## config.mk

```make
export PLATFORM = sky130hd
export DESIGN_NAME = pfc_decoder
export DESIGN_NICKNAME = d
export VERILOG_FILES = /design/src/hdl/pfc_sync.v /design/src/hdl/pfc_tick.v /design/src/hdl/pfc_decoder.v
export VERILOG_INCLUDE_DIRS = /design/src /design/src/hdl
export SDC_FILE = /design/constraint.sdc
export NUM_CORES = 1
export LEC_CHECK = 0
export ABC_AREA = 0
export BUFFER_PORTS_ARGS = -buffer_cell sky130_fd_sc_hd__buf_2
export CAP_MARGIN = 20
export CELL_PAD_IN_SITES_DETAIL_PLACEMENT = 1
export CELL_PAD_IN_SITES_GLOBAL_PLACEMENT = 1
export CORE_MARGIN = 1.5
export CORE_UTILIZATION = 44
export CTS_BUF_LIST = sky130_fd_sc_hd__clkbuf_16
export CTS_CLUSTER_DIAMETER = 80
export DETAILED_ROUTE_END_ITERATION = 16
export PLACE_DENSITY = 0.89
export SYNTH_ARGS = -nofsm -noshare
export SYNTH_HDL_FRONTEND = slang
export SYNTH_HIERARCHICAL = 1
export SYNTH_SLANG_ARGS = --single-unit
export TNS_END_PERCENT = 10
```

## constraint.sdc

```tcl
create_clock -name clk -period 2.51 [get_ports clk]
set_input_delay 0.251 -clock clk [delete_from_list [all_inputs] [get_ports clk]]
set_output_delay 0.251 -clock clk [all_outputs]
set_load 0.005 [all_outputs]
```

## src/hdl/pfc_regs.vh

```
/*
  Constants of the parallel filter command decoder: command byte fields,
  special command codes, source and timing figures.
  Assumes a 100 MHz system clock.
*/
`ifndef PFC_REGS_VH
`define PFC_REGS_VH

// Filter command fields
`define PFC_POS_MSB 3
`define PFC_POS_LSB 0
`define PFC_SPD_MSB 6
`define PFC_SPD_LSB 4
`define PFC_WHEEL_BIT 7
`define PFC_POS_MAX 4'h9

// Special command codes
`define PFC_CMD_ONLINE 8'hee
`define PFC_CMD_BATCH 8'hdf
`define PFC_CMD_OPEN_A 8'haa
`define PFC_CMD_OPENC_A 8'hab
`define PFC_CMD_CLOSE_A 8'hac
`define PFC_CMD_OPEN_B 8'hba
`define PFC_CMD_OPENC_B 8'hbb
`define PFC_CMD_CLOSE_B 8'hbc

// Active source encoding
`define PFC_SRC_PAR 2'h0
`define PFC_SRC_SER 2'h1
`define PFC_SRC_LOC 2'h2

// Sample period
`define PFC_CLK_MHZ 100
`define PFC_SAMPLE_US 50
`define PFC_SAMPLE_CYC (`PFC_SAMPLE_US * `PFC_CLK_MHZ)

`endif

```

## src/hdl/pfc_sync.v

```verilog
/*
  Two-stage synchroniser for a bus of asynchronous inputs.
  Assumes the inputs change freely with respect to clk.
*/
`timescale 1ns/1ps
module pfc_sync #(
  parameter WIDTH = 8
) (
  input wire clk,
  input wire rst_n,
  input wire [WIDTH-1:0] din,
  output reg [WIDTH-1:0] dout
);

  reg [WIDTH-1:0] stage1;

  // First stage is read only by the second
  always @(posedge clk or negedge rst_n) begin
    if (!rst_n) begin
      stage1 <= {WIDTH{1'b0}};
      dout <= {WIDTH{1'b0}};
    end else begin
      stage1 <= din;
      dout <= stage1;
    end
  end

endmodule // pfc_sync

```

## src/hdl/pfc_tick.v

```verilog
/*
  Periodic tick generator: one-cycle pulse every PERIOD cycles while run.
  Assumes PERIOD fits in 16 bits.
*/
`timescale 1ns/1ps
module pfc_tick #(
  parameter PERIOD = 5000
) (
  input wire clk,
  input wire rst_n,
  input wire run,
  output reg tick
);

  // Terminal count, cut to the counter's 16 bits on purpose
  localparam [31:0] LAST_FULL = PERIOD - 1;
  localparam [15:0] LAST = LAST_FULL[15:0];
  reg [15:0] count;

  // Counter restarts whenever sampling is stopped
  always @(posedge clk or negedge rst_n) begin
    if (!rst_n) begin
      count <= 16'h0000;
      tick <= 1'b0;
    end else if (!run) begin
      count <= 16'h0000;
      tick <= 1'b0;
    end else if (count == LAST) begin
      count <= 16'h0000;
      tick <= 1'b1;
    end else begin
      count <= count + 16'h0001;
      tick <= 1'b0;
    end
  end

endmodule // pfc_tick

```

## src/hdl/pfc_decoder.v

```verilog
/*
  Parallel filter command decoder, top level.
  Holds source selection, periodic sampling of the eight command lines,
  command classification, wheel dispatch, busy, error and interrupt logic,
  and a small register port for software.
  Assumes the command lines and keys are asynchronous pins; the wheel
  drives answer on the same clock with done and position-error levels.
*/
// Added by the designer: the plain strobed port and the placing of the registers.
// Overview of operation
// - After reset the parallel input is the active command source.
// - Pressing the on-line key selects the parallel input.
// - A qualifying parallel command selects parallel and updates the display; here only code 238 on a changed sample does so.
// - Parallel stays active until serial online command or local key.
// - Command is one strobeless byte on eight lines, read as one value.
// - Each byte is classified by pattern as filter or special command.
// - Position bits 3:0, speed bits 6:4, wheel select bit 7.
// - Positions 0 to 9 accepted; larger ignored unless a special code.
// - Speed is an unsigned value selecting speed zero to seven.
// - Wheel select 0 means wheel A, 1 means wheel B.
// - Position and speed go only to the selected wheel.
// - In remote mode the lines are sampled every fifty microseconds.
// - Move starts only on a changed sample with position 0 to 9; here a serial filter byte starts one on each valid pulse.
// - Position mismatch after a move starts recovery and flags error.
// - Changing from remote to local closes both shutters.
// - Code 238 on parallel forces remote mode with parallel source.
`timescale 1ns/1ps
`include "pfc_regs.vh"
module pfc_decoder #(
  parameter SAMPLE_CYC = `PFC_SAMPLE_CYC
) (
  input wire clk,
  input wire rst_n,
  input wire [7:0] cmd_lines,
  input wire online_key,
  input wire local_key,
  input wire shutter_toggle_key,
  input wire panel_wheel_b,
  input wire serial_cmd_valid,
  input wire [7:0] serial_cmd,
  output reg [3:0] wheel_a_pos,
  output reg [2:0] wheel_a_speed,
  output reg wheel_a_go,
  input wire wheel_a_done,
  input wire wheel_a_mismatch,
  output reg [3:0] wheel_b_pos,
  output reg [2:0] wheel_b_speed,
  output reg wheel_b_go,
  input wire wheel_b_done,
  input wire wheel_b_mismatch,
  output reg recover_a,
  output reg recover_b,
  output reg shutter_a_open,
  output reg shutter_b_open,
  output reg shutter_a_cond,
  output reg shutter_b_cond,
  output reg batch_seen,
  output reg [1:0] active_source,
  output reg display_update,
  output reg busy_line,
  output reg error_line,
  input wire [3:0] reg_addr,
  input wire [7:0] reg_wdata,
  input wire reg_wr,
  input wire reg_rd,
  output reg [7:0] reg_rdata,
  output wire irq
);

  // Register indices
  localparam [3:0] ADDR_STATUS = 4'h0;
  localparam [3:0] ADDR_INT = 4'h1;
  localparam [3:0] ADDR_MASK = 4'h2;
  localparam [3:0] ADDR_LAST = 4'h3;

  // Interrupt bit positions
  localparam INT_CMD = 0;
  localparam INT_DONE = 1;
  localparam INT_ERR = 2;
  localparam INT_SRC = 3;

  // Classification results
  localparam [1:0] CLS_NONE = 2'h0;
  localparam [1:0] CLS_FILTER = 2'h1;
  localparam [1:0] CLS_SPECIAL = 2'h2;

  // Byte classification: special codes win over the filter reading
  function [1:0] classify;
    input [7:0] b;
    begin
      case (b)
        `PFC_CMD_ONLINE, `PFC_CMD_BATCH,
        `PFC_CMD_OPEN_A, `PFC_CMD_OPENC_A, `PFC_CMD_CLOSE_A,
        `PFC_CMD_OPEN_B, `PFC_CMD_OPENC_B, `PFC_CMD_CLOSE_B:
          classify = CLS_SPECIAL;
        default:
          if (b[`PFC_POS_MSB:`PFC_POS_LSB] <= `PFC_POS_MAX)
            classify = CLS_FILTER;
          else
            classify = CLS_NONE;
      endcase
    end
  endfunction

  wire [7:0] par_sync;
  wire [2:0] key_sync;
  wire tick;
  reg [7:0] prev_sample;
  reg [2:0] key_prev;
  reg busy_a;
  reg busy_b;
  reg [3:0] int_status;
  reg [3:0] int_mask;
  reg [3:0] int_set;

  wire remote = (active_source != `PFC_SRC_LOC);
  wire online_press = key_sync[0] & ~key_prev[0];
  wire local_press = key_sync[1] & ~key_prev[1];
  wire shut_press = key_sync[2] & ~key_prev[2];

  // Pins are asynchronous to clk
  pfc_sync #(.WIDTH(8)) u_par_sync (
    .clk(clk),
    .rst_n(rst_n),
    .din(cmd_lines),
    .dout(par_sync)
  );

  pfc_sync #(.WIDTH(3)) u_key_sync (
    .clk(clk),
    .rst_n(rst_n),
    .din({shutter_toggle_key, local_key, online_key}),
    .dout(key_sync)
  );

  // Sampling runs regardless of source so an online code still wakes us
  pfc_tick #(.PERIOD(SAMPLE_CYC)) u_tick (
    .clk(clk),
    .rst_n(rst_n),
    .run(1'b1),
    .tick(tick)
  );

  // Sample qualification
  wire par_change = tick & (par_sync != prev_sample);
  // Serial bytes need no change test; each valid pulse is a new byte
  wire par_online = par_change & (par_sync == `PFC_CMD_ONLINE);
  wire par_act = par_change & remote &
                 (active_source == `PFC_SRC_PAR);
  wire ser_act = serial_cmd_valid & (active_source == `PFC_SRC_SER);
  wire ser_online = serial_cmd_valid & (serial_cmd == `PFC_CMD_ONLINE);
  wire [7:0] cmd = par_act ? par_sync : serial_cmd;
  wire cmd_take = par_act | ser_act;
  wire [1:0] cmd_cls = classify(cmd);
  wire filt_take = cmd_take & (cmd_cls == CLS_FILTER);
  wire spec_take = cmd_take & (cmd_cls == CLS_SPECIAL);
  wire accepted = filt_take | spec_take;
  wire to_b = cmd[`PFC_WHEEL_BIT];
  wire [3:0] cmd_pos = cmd[`PFC_POS_MSB:`PFC_POS_LSB];
  wire [2:0] cmd_speed = cmd[`PFC_SPD_MSB:`PFC_SPD_LSB];
  wire done_a = busy_a & wheel_a_done;
  wire done_b = busy_b & wheel_b_done;
  wire err_a = done_a & wheel_a_mismatch;
  wire err_b = done_b & wheel_b_mismatch;

  // Previous sample tracks every tick, acted upon or not
  always @(posedge clk or negedge rst_n) begin
    if (!rst_n) begin
      prev_sample <= 8'h00;
      key_prev <= 3'h0;
    end else begin
      key_prev <= key_sync;
      if (tick) begin
        prev_sample <= par_sync;
      end
    end
  end

  // Source selection; local key has priority over remote codes
  always @(posedge clk or negedge rst_n) begin
    if (!rst_n) begin
      active_source <= `PFC_SRC_PAR;
      display_update <= 1'b0;
    end else begin
      display_update <= 1'b0;
      if (local_press) begin
        active_source <= `PFC_SRC_LOC;
        display_update <= 1'b1;
      end else if (online_press) begin
        active_source <= `PFC_SRC_PAR;
        display_update <= 1'b1;
      end else if (par_online) begin
        active_source <= `PFC_SRC_PAR;
        display_update <= 1'b1;
      end else if (ser_online) begin
        active_source <= `PFC_SRC_SER;
        display_update <= 1'b1;
      end
    end
  end

  // Wheel dispatch: only the selected wheel sees new values
  always @(posedge clk or negedge rst_n) begin
    if (!rst_n) begin
      wheel_a_pos <= 4'h0;
      wheel_a_speed <= 3'h0;
      wheel_a_go <= 1'b0;
      wheel_b_pos <= 4'h0;
      wheel_b_speed <= 3'h0;
      wheel_b_go <= 1'b0;
    end else begin
      wheel_a_go <= 1'b0;
      wheel_b_go <= 1'b0;
      if (filt_take && !to_b) begin
        wheel_a_pos <= cmd_pos;
        wheel_a_speed <= cmd_speed;
        wheel_a_go <= 1'b1;
      end
      if (filt_take && to_b) begin
        wheel_b_pos <= cmd_pos;
        wheel_b_speed <= cmd_speed;
        wheel_b_go <= 1'b1;
      end
    end
  end

  // Busy per wheel; a new command wins over a done in the same cycle
  always @(posedge clk or negedge rst_n) begin
    if (!rst_n) begin
      busy_a <= 1'b0;
      busy_b <= 1'b0;
      busy_line <= 1'b0;
    end else begin
      if (filt_take && !to_b)
        busy_a <= 1'b1;
      else if (done_a)
        busy_a <= 1'b0;
      if (filt_take && to_b)
        busy_b <= 1'b1;
      else if (done_b)
        busy_b <= 1'b0;
      busy_line <= (busy_a & ~done_a) | (busy_b & ~done_b) | filt_take;
    end
  end

  // Error and recovery pulses; error sticks until next accepted command
  always @(posedge clk or negedge rst_n) begin
    if (!rst_n) begin
      error_line <= 1'b0;
      recover_a <= 1'b0;
      recover_b <= 1'b0;
    end else begin
      recover_a <= err_a;
      recover_b <= err_b;
      if (err_a || err_b)
        error_line <= 1'b1;
      else if (accepted)
        error_line <= 1'b0;
    end
  end

  // Shutters: remote codes, local toggle, forced close on going local
  always @(posedge clk or negedge rst_n) begin
    if (!rst_n) begin
      shutter_a_open <= 1'b0;
      shutter_b_open <= 1'b0;
      shutter_a_cond <= 1'b0;
      shutter_b_cond <= 1'b0;
      batch_seen <= 1'b0;
    end else begin
      batch_seen <= spec_take & (cmd == `PFC_CMD_BATCH);
      if (local_press && remote) begin
        shutter_a_open <= 1'b0;
        shutter_b_open <= 1'b0;
        shutter_a_cond <= 1'b0;
        shutter_b_cond <= 1'b0;
      end else if (!remote && shut_press) begin
        if (panel_wheel_b)
          shutter_b_open <= ~shutter_b_open;
        else
          shutter_a_open <= ~shutter_a_open;
      end else if (spec_take) begin
        case (cmd)
          `PFC_CMD_OPEN_A: begin
            shutter_a_open <= 1'b1;
            shutter_a_cond <= 1'b0;
          end
          `PFC_CMD_OPENC_A: begin
            shutter_a_open <= 1'b1;
            shutter_a_cond <= 1'b1;
          end
          `PFC_CMD_CLOSE_A: begin
            shutter_a_open <= 1'b0;
            shutter_a_cond <= 1'b0;
          end
          `PFC_CMD_OPEN_B: begin
            shutter_b_open <= 1'b1;
            shutter_b_cond <= 1'b0;
          end
          `PFC_CMD_OPENC_B: begin
            shutter_b_open <= 1'b1;
            shutter_b_cond <= 1'b1;
          end
          `PFC_CMD_CLOSE_B: begin
            shutter_b_open <= 1'b0;
            shutter_b_cond <= 1'b0;
          end
          default: begin
            shutter_a_open <= shutter_a_open;
          end
        endcase
      end
    end
  end

  // Interrupt sources
  always @* begin
    int_set = 4'h0;
    int_set[INT_CMD] = accepted;
    int_set[INT_DONE] = done_a | done_b;
    int_set[INT_ERR] = err_a | err_b;
    int_set[INT_SRC] = display_update;
  end

  // Sticky status, write one to clear; a new event beats the clear
  always @(posedge clk or negedge rst_n) begin
    if (!rst_n) begin
      int_status <= 4'h0;
      int_mask <= 4'h0;
    end else begin
      if (reg_wr && reg_addr == ADDR_INT)
        int_status <= (int_status & ~reg_wdata[3:0]) | int_set;
      else
        int_status <= int_status | int_set;
      if (reg_wr && reg_addr == ADDR_MASK)
        int_mask <= reg_wdata[3:0];
    end
  end

  assign irq = |(int_status & int_mask);

  // Read port, data one cycle after the strobe; unmapped reads zero
  always @(posedge clk or negedge rst_n) begin
    if (!rst_n) begin
      reg_rdata <= 8'h00;
    end else if (reg_rd) begin
      case (reg_addr)
        ADDR_STATUS: reg_rdata <= {2'h0, active_source, shutter_b_open,
                                   shutter_a_open, error_line, busy_line};
        ADDR_INT: reg_rdata <= {4'h0, int_status};
        ADDR_MASK: reg_rdata <= {4'h0, int_mask};
        ADDR_LAST: reg_rdata <= prev_sample;
        default: reg_rdata <= 8'h00;
      endcase
    end else begin
      reg_rdata <= 8'h00;
    end
  end

endmodule // pfc_decoder

```

Word level (Yosys, flattened, before mapping) --
Index checks and enable logic that the tools add are counted.
Storage, ports and cells: bits of input ports 41, output and inout port bits 37, register bits 96
Cells by class: bitwise logic cells 36, add/subtract/negate cells 1, order comparisons 1, reduce and logical (&&, ||, !) cells 31, equality and inequality tests 22, mux-type cells 42
Operators with widths (number):
- $eq 8x8->1 const B | 10
- $pmux 8 s4 | 1
- $mux 1 | 28
- $and 1x1->1 | 18
- $add 16x1->16 const B | 1
- $eq 16x13->1 const B | 1
- $mux 16 | 1
- $mux 8 | 2
- $reduce_and 3->1 | 4
- $reduce_bool 4->1 | 3
- $mux 2 | 5
- $reduce_bool 3->1 | 3
- $and 4x4->4 | 2
- $eq 4x2->1 const B | 2
- $ne 8x8->1 | 1
- $or 4x4->4 | 2
- $pmux 1 s2 | 4
- $reduce_bool 2->1 | 4
- $reduce_or 2->1 | 4
- $reduce_or 8->1 | 1
- $not 1->1 | 7
- $logic_and 1x1->1 | 6
- $ne 3x3->1 const B | 2
- $or 1x1->1 | 6
- other kinds (12) | 15

Logic depth before layout (Yosys ltp) --
depth after elaboration 13, depth in mapped cells 8, mapped depth without buffers 6

Hierarchy --
The synthesis kept the hierarchy.
Modules (own cells, without submodules):
- pfc_decoder | area an instance 2861.5 um^2, cells an instance 268, instances 1, seq. area each 1426.4 um^2
- pfc_tick | area an instance 830.8 um^2, cells an instance 82, instances 1, seq. area each 425.4 um^2
- pfc_sync (u_par_sync) | area an instance 400.4 um^2, cells an instance 16, instances 1, seq. area each 400.4 um^2
- pfc_sync (u_key_sync) | area an instance 150.1 um^2, cells an instance 6, instances 1, seq. area each 150.1 um^2

Worst setup path after synthesis --
Ideal clock, no wire load.
path kind register to register, start point register u_par_sync.dout[2], end point register shutter_a_open, setup time 0.070 ns, cell stages (with the launch flop) 9, buffers on the path 2, required time 2.440 ns, arrival time 2.050 ns, slack 0.390 ns, cells stage by stage dfrtp_1 -> buf_6 -> xnor2_1 -> nand4_2 -> o211ai_4 -> buf_4 -> mux2i_1 -> or4b_1 -> nand3_1
Between the ends: word-level cells in the longest chain between the ends 12, elaborated cells between the ends (all ways) 28, those cells by class order compare: 1; eq/ne: 10; mux: 7; bitwise: 5; reduce/logical: 5
Ends and longest elaborated chain:
- start: declaration | RTL line pfc_sync.v:12 | output reg [WIDTH-1:0] dout
- start signal: assignment | RTL line pfc_sync.v:21 | dout <= {WIDTH{1'b0}};
- start signal: assignment | RTL line pfc_sync.v:24 | dout <= stage1;
- $ne 8x8->1 | RTL line pfc_decoder.v:145 | wire par_change = tick & (par_sync != prev_sample);
- $and 1x1->1 | RTL line pfc_decoder.v:145
- $and 1x1->1 (2 in series) | RTL line pfc_decoder.v:148 | wire par_act = par_change & remote &
- $mux 8 | RTL line pfc_decoder.v:152 | wire [7:0] cmd = par_act ? par_sync : serial_cmd;
- $le 4x4->1 (no source line), or another cell as far along
- $mux 1 / $reduce_or 8->1 (equally long branches) | RTL line pfc_decoder.v:97, pfc_decoder.v:91
- $mux 2 | RTL line pfc_decoder.v:91 | case (b)
- $eq 2x2->1 | RTL line pfc_decoder.v:156 | wire spec_take = cmd_take & (cmd_cls == CLS_SPECIAL);
- $and 1x1->1 | RTL line pfc_decoder.v:156
- $reduce_bool 3->1 (no source line)
- $reduce_and 3->1 (no source line)
- end signal: assignment | RTL line pfc_decoder.v:281 | shutter_a_open <= ~shutter_a_open;
- end signal: assignment | RTL line pfc_decoder.v:309 | shutter_a_open <= shutter_a_open;
- end: declaration | RTL line pfc_decoder.v:53 | output reg shutter_a_open,
Several ways; a longest one is shown, not always the timed one. The select of a mux whose other input is x is not followed. A chain may end at the register's enable or synchronous reset.

Worst setup path after layout --
start point register u_par_sync.dout[3], end point register shutter_a_cond
Between the ends: word-level cells in the longest chain between the ends 12, elaborated cells between the ends (all ways) 28, those cells by class order compare: 1; eq/ne: 10; mux: 7; bitwise: 5; reduce/logical: 5
Ends and longest elaborated chain:
- $ne 8x8->1 | RTL line pfc_decoder.v:145
- $and 1x1->1 | RTL line pfc_decoder.v:145
- $and 1x1->1 (2 in series) | RTL line pfc_decoder.v:148
- $mux 8 | RTL line pfc_decoder.v:152
- $le 4x4->1 (no source line), or another cell as far along
- $mux 1 / $reduce_or 8->1 (equally long branches) | RTL line pfc_decoder.v:97, pfc_decoder.v:91
- $mux 2 | RTL line pfc_decoder.v:91
- $eq 2x2->1 | RTL line pfc_decoder.v:156
- $and 1x1->1 | RTL line pfc_decoder.v:156
- $reduce_bool 2->1 (no source line)
- $reduce_and 3->1 (no source line)
- end signal: assignment | RTL line pfc_decoder.v:267 | shutter_a_cond <= 1'b0;
- end signal: assignment | RTL line pfc_decoder.v:275 | shutter_a_cond <= 1'b0;
- end signal: assignment | RTL line pfc_decoder.v:286 | shutter_a_cond <= 1'b0;
- end: declaration | RTL line pfc_decoder.v:55 | output reg shutter_a_cond,
Several ways; a longest one is shown, not always the timed one. The select of a mux whose other input is x is not followed.

==> flow_summary.json <==
{
  "cts_buffers": 9,
  "std_cell_rows": 35,
  "fmax_ghz": 0.432,
  "hold_end": "u_par_sync/stage1[1]",
  "final_common_cell": "dfrtp_1",
  "drive_above_1_share": 0.276,
  "ir_drop_mv": 0.528,
  "die_h_um": 101,
  "clk_pin_slew_worst_paths_ns": 0.07,
  "grt_antenna_before_repair": 0,
  "diodes": 0,
  "yosysWarnings": 6,
  "hold_viol": 0,
  "r2r_end": "shutter_a_cond",
  "cp.required_ns": 2.77,
  "synth.area.top_cells": "dfrtp_1 57%, mux2i_1 4.2%, xnor2_1 4.1%",
  "route.detailed.drc": 0,
  "worstSetupPathType": "flop to flop",
  "syn_avg_cell_area_um2": 11.4,
  "synth-async-reset-ratio": 1.00,
  "ff2ff_setup_slack_ns": 0.19,
  "grt_pass1_vias": 3419,
  "synth_edf_count": 0,
  "path_delay_family": "simple AND/OR/NAND/NOR gates",
  "slew_violations": 0,
  "die-area_mm2": 0.0102,
  "nNetsFinal": 500,
  "multi_input_area_mm2": 0.00171,
  "tightest_slew_ns": 0.594,
  "layout_min_cycle_time_ns": 2.32,
  "area_growth_pct": 20.3,
  "final_cell_mix": "96 x dfrtp_1, 72 x buf_2, 42 x nor2_1, 25 x nand2_1",
  "ys_types": 56,
  "crit_fanout": 8,
  "wl_um": 10800,
  "regArea_mm2": 0.00240,
  "endpoint_kind": "flop",
  "clock_sinks": 96,
  "path_cells": "xnor2_1 > nand4_2 > o211ai_4 > mux2i_1 > or4b_1 > a21oi_1",
  "ys_seq_elements": 96,
  "fillers": 1031,
  "synth_top_area_share": 0.566,
  "grt_use_met3": 0.0352,
  "core-area_mm2": 0.00928,
  "cts_tree": "done",
  "syn_inst": 372,
  "p_leak_nw": 2.54,
  "ys_seq_area_frac": 0.566,
  "num_vias": 3165,
  "drt-vias-per-instance": 5.35,
  "start_util": 0.457,
  "busiest_layer": "met2",
  "cts.htree.levels": 3,
  "hold_ws_ns": 0.0236,
  "io_pins": 78,
  "port-buffer-count": 73,
  "fin_ws_ns": 0.193,
  "cts_max_path_buffers": 2,
  "post-dp-hpwl_um": 7600,
  "cts-root-buf": "clkbuf_16",
  "hold_depth": 1,
  "gr-usage-met2": 0.403,
  "fin_crit_sh": 0.923,
  "grtUsageMet1": 0.277,
  "setup_tns_ns": 0,
  "crit_path_start_kind": "flop",
  "ff2ff_path_depth": 6,
  "cts_setup_buffers": 0,
  "post-place-ws_ns": 0.237,
  "hold_class": "input pin to flop",
  "critPathBufInv": 0,
  "grt_max_degree": 97,
  "grt_pass1_wl_um": 17500,
  "fin_cells": 592,
  "die_w_um": 101,
  "synth_flop_cell": "dfrtp_1",
  "antenna_left": 0,
  "p_per_area_mw_per_mm2": 642,
  "routedWlPerCell_um": 18.2,
  "max_slew_margin": 0.600,
  "syn_area_mm2": 0.00424,
  "rsz0062_at_grt": "false",
  "finalWeightedCongestion": 0.852,
  "maxCapViolations": 0,
  "drt_iter0_markers": 146,
  "fin_skew_ns": 0.00904,
  "track_usage": 0.225,
  "final_util": 0.550,
  "finalSetupViolCount": 0,
  "r2r_start": "u_par_sync/dout[3]",
  "slowest_stage": "or4b_1",
  "critical_path.max_stage_delay_ns": 0.54,
  "clkLatencyLatePin_ns": 0.33,
  "cp.arrival_ns": 2.57,
  "synth_top_area_cell": "dfrtp_1",
  "outcome": "complete, no violations",
  "dp_cells": 574,
  "overflow": 0,
  "dr.pass1.iters": 4,
  "min_from": "cmd_lines[1]"
}
-- sequential cells by signal, summed over array words and instances, names as in the netlist, 4 cells and up --
| name | count |
|---|---|
| wheel_b_pos | 4 |
| reg_rdata | 8 |
| wheel_a_pos | 4 |
| u_par_sync/dout | 8 |
| prev_sample | 8 |
| int_status | 4 |
| u_tick/count | 16 |
| u_par_sync/stage1 | 8 |
| int_mask | 4 |
-- cell type report --
cell class / count / share of cell area
multi-input combinational: 248 / 0.334
inverter: 18 / 0.0132
sequential: 96 / 0.470
timing repair buffer: 85 / 0.0926
tap: 129 / 0.0316
clock inverter: 7 / 0.0135
clock buffer: 9 / 0.0441
-- layer usage --
layer,vias to the layer above,part of all wire
met5,-,0
met4,0,0.018
met3,18,0.038
met2,86,0.53
met1,1589,0.41
li1,1472,-
-- cell families (layout without fill, tap and decap cells) --
family                   after synthesis  count (layout)  share of synthesized area
AND/OR/NAND/NOR                      138             138                      0.173
flip-flops                            96              96                      0.566
AO/OA/AOI/OAI                         47              47                     0.0723
multiplexers                          36              36                      0.101
buffers and inverters                 30             119                     0.0345
XOR/XNOR                              23              23                     0.0493
adder cells (fa/ha/maj)                1               1                    0.00295
other                                  1               3                   0.000884
-- how the worst max path moves through the flow --
stage | start | to | slack [ns] | cells after the start
floorplan | u_par_sync/dout[2] | shutter_a_open | 0.39 | 8
global placement | u_par_sync/dout[3] | shutter_a_cond | 0.37 | 6
detailed placement | u_par_sync/dout[3] | wheel_b_pos[0] | 0.24 | 5
CTS | u_par_sync/dout[3] | shutter_b_cond | 0.20 | 6
finish | u_par_sync/dout[3] | shutter_a_cond | 0.19 | 6
global route | u_par_sync/dout[3] | shutter_a_cond | 0.09 | 6
-- worst reg2reg max path: stages, from the launching register on --
cell and delay (ns):
dfrtp_1 0.51, xnor2_1 0.27, nand4_2 0.17, o211ai_4 0.35, mux2i_1 0.23, or4b_1 0.54, a21oi_1 0.17
-- Yosys cell counts, types with 2 or more instances --
cell type,count
or2_2,2
mux2_2,14
mux4_2,4
mux2i_1,18
dfrtp_1,96
nand3b_1,4
xnor2_1,20
nand2_1,25
a22oi_1,2
nor3_1,8
xor2_1,2
a21oi_1,20
and2_1,3
o21ai_0,10
nand3_1,12
nand4b_1,3
buf_2,5
nor4_1,3
nand2b_1,6
a21o_1,3
or4b_1,3
nor3b_1,3
inv_1,18
nor2_1,42
clkbuf_1,4
nand4_1,6
and3_1,7
-- repair_timing --
item                                    CTS  global route
resized for setup                         0             1
endpoints found under the setup margin    0             3
hold buffers                              1             0
hold endpoints to repair                 66             0
-- through the flow --
step | power, mW | instance area, um^2
5_1_grt | 3.42 | 5110
2_1_floorplan | 1.81 | 4250
3_5_place_dp | 1.95 | 4790
3_3_place_gp | 1.93 | 4790
6_report | 3.28 | 5110
4_1_cts | 3.31 | 5090
-- power breakdown --
part           switching (mW)  internal (mW)
Combinational           0.146          0.122
Clock                   0.580          0.773
Sequential             0.0524           1.61
Total                   0.779           2.50
No activity file was read; power rests on OpenSTA's default activity.
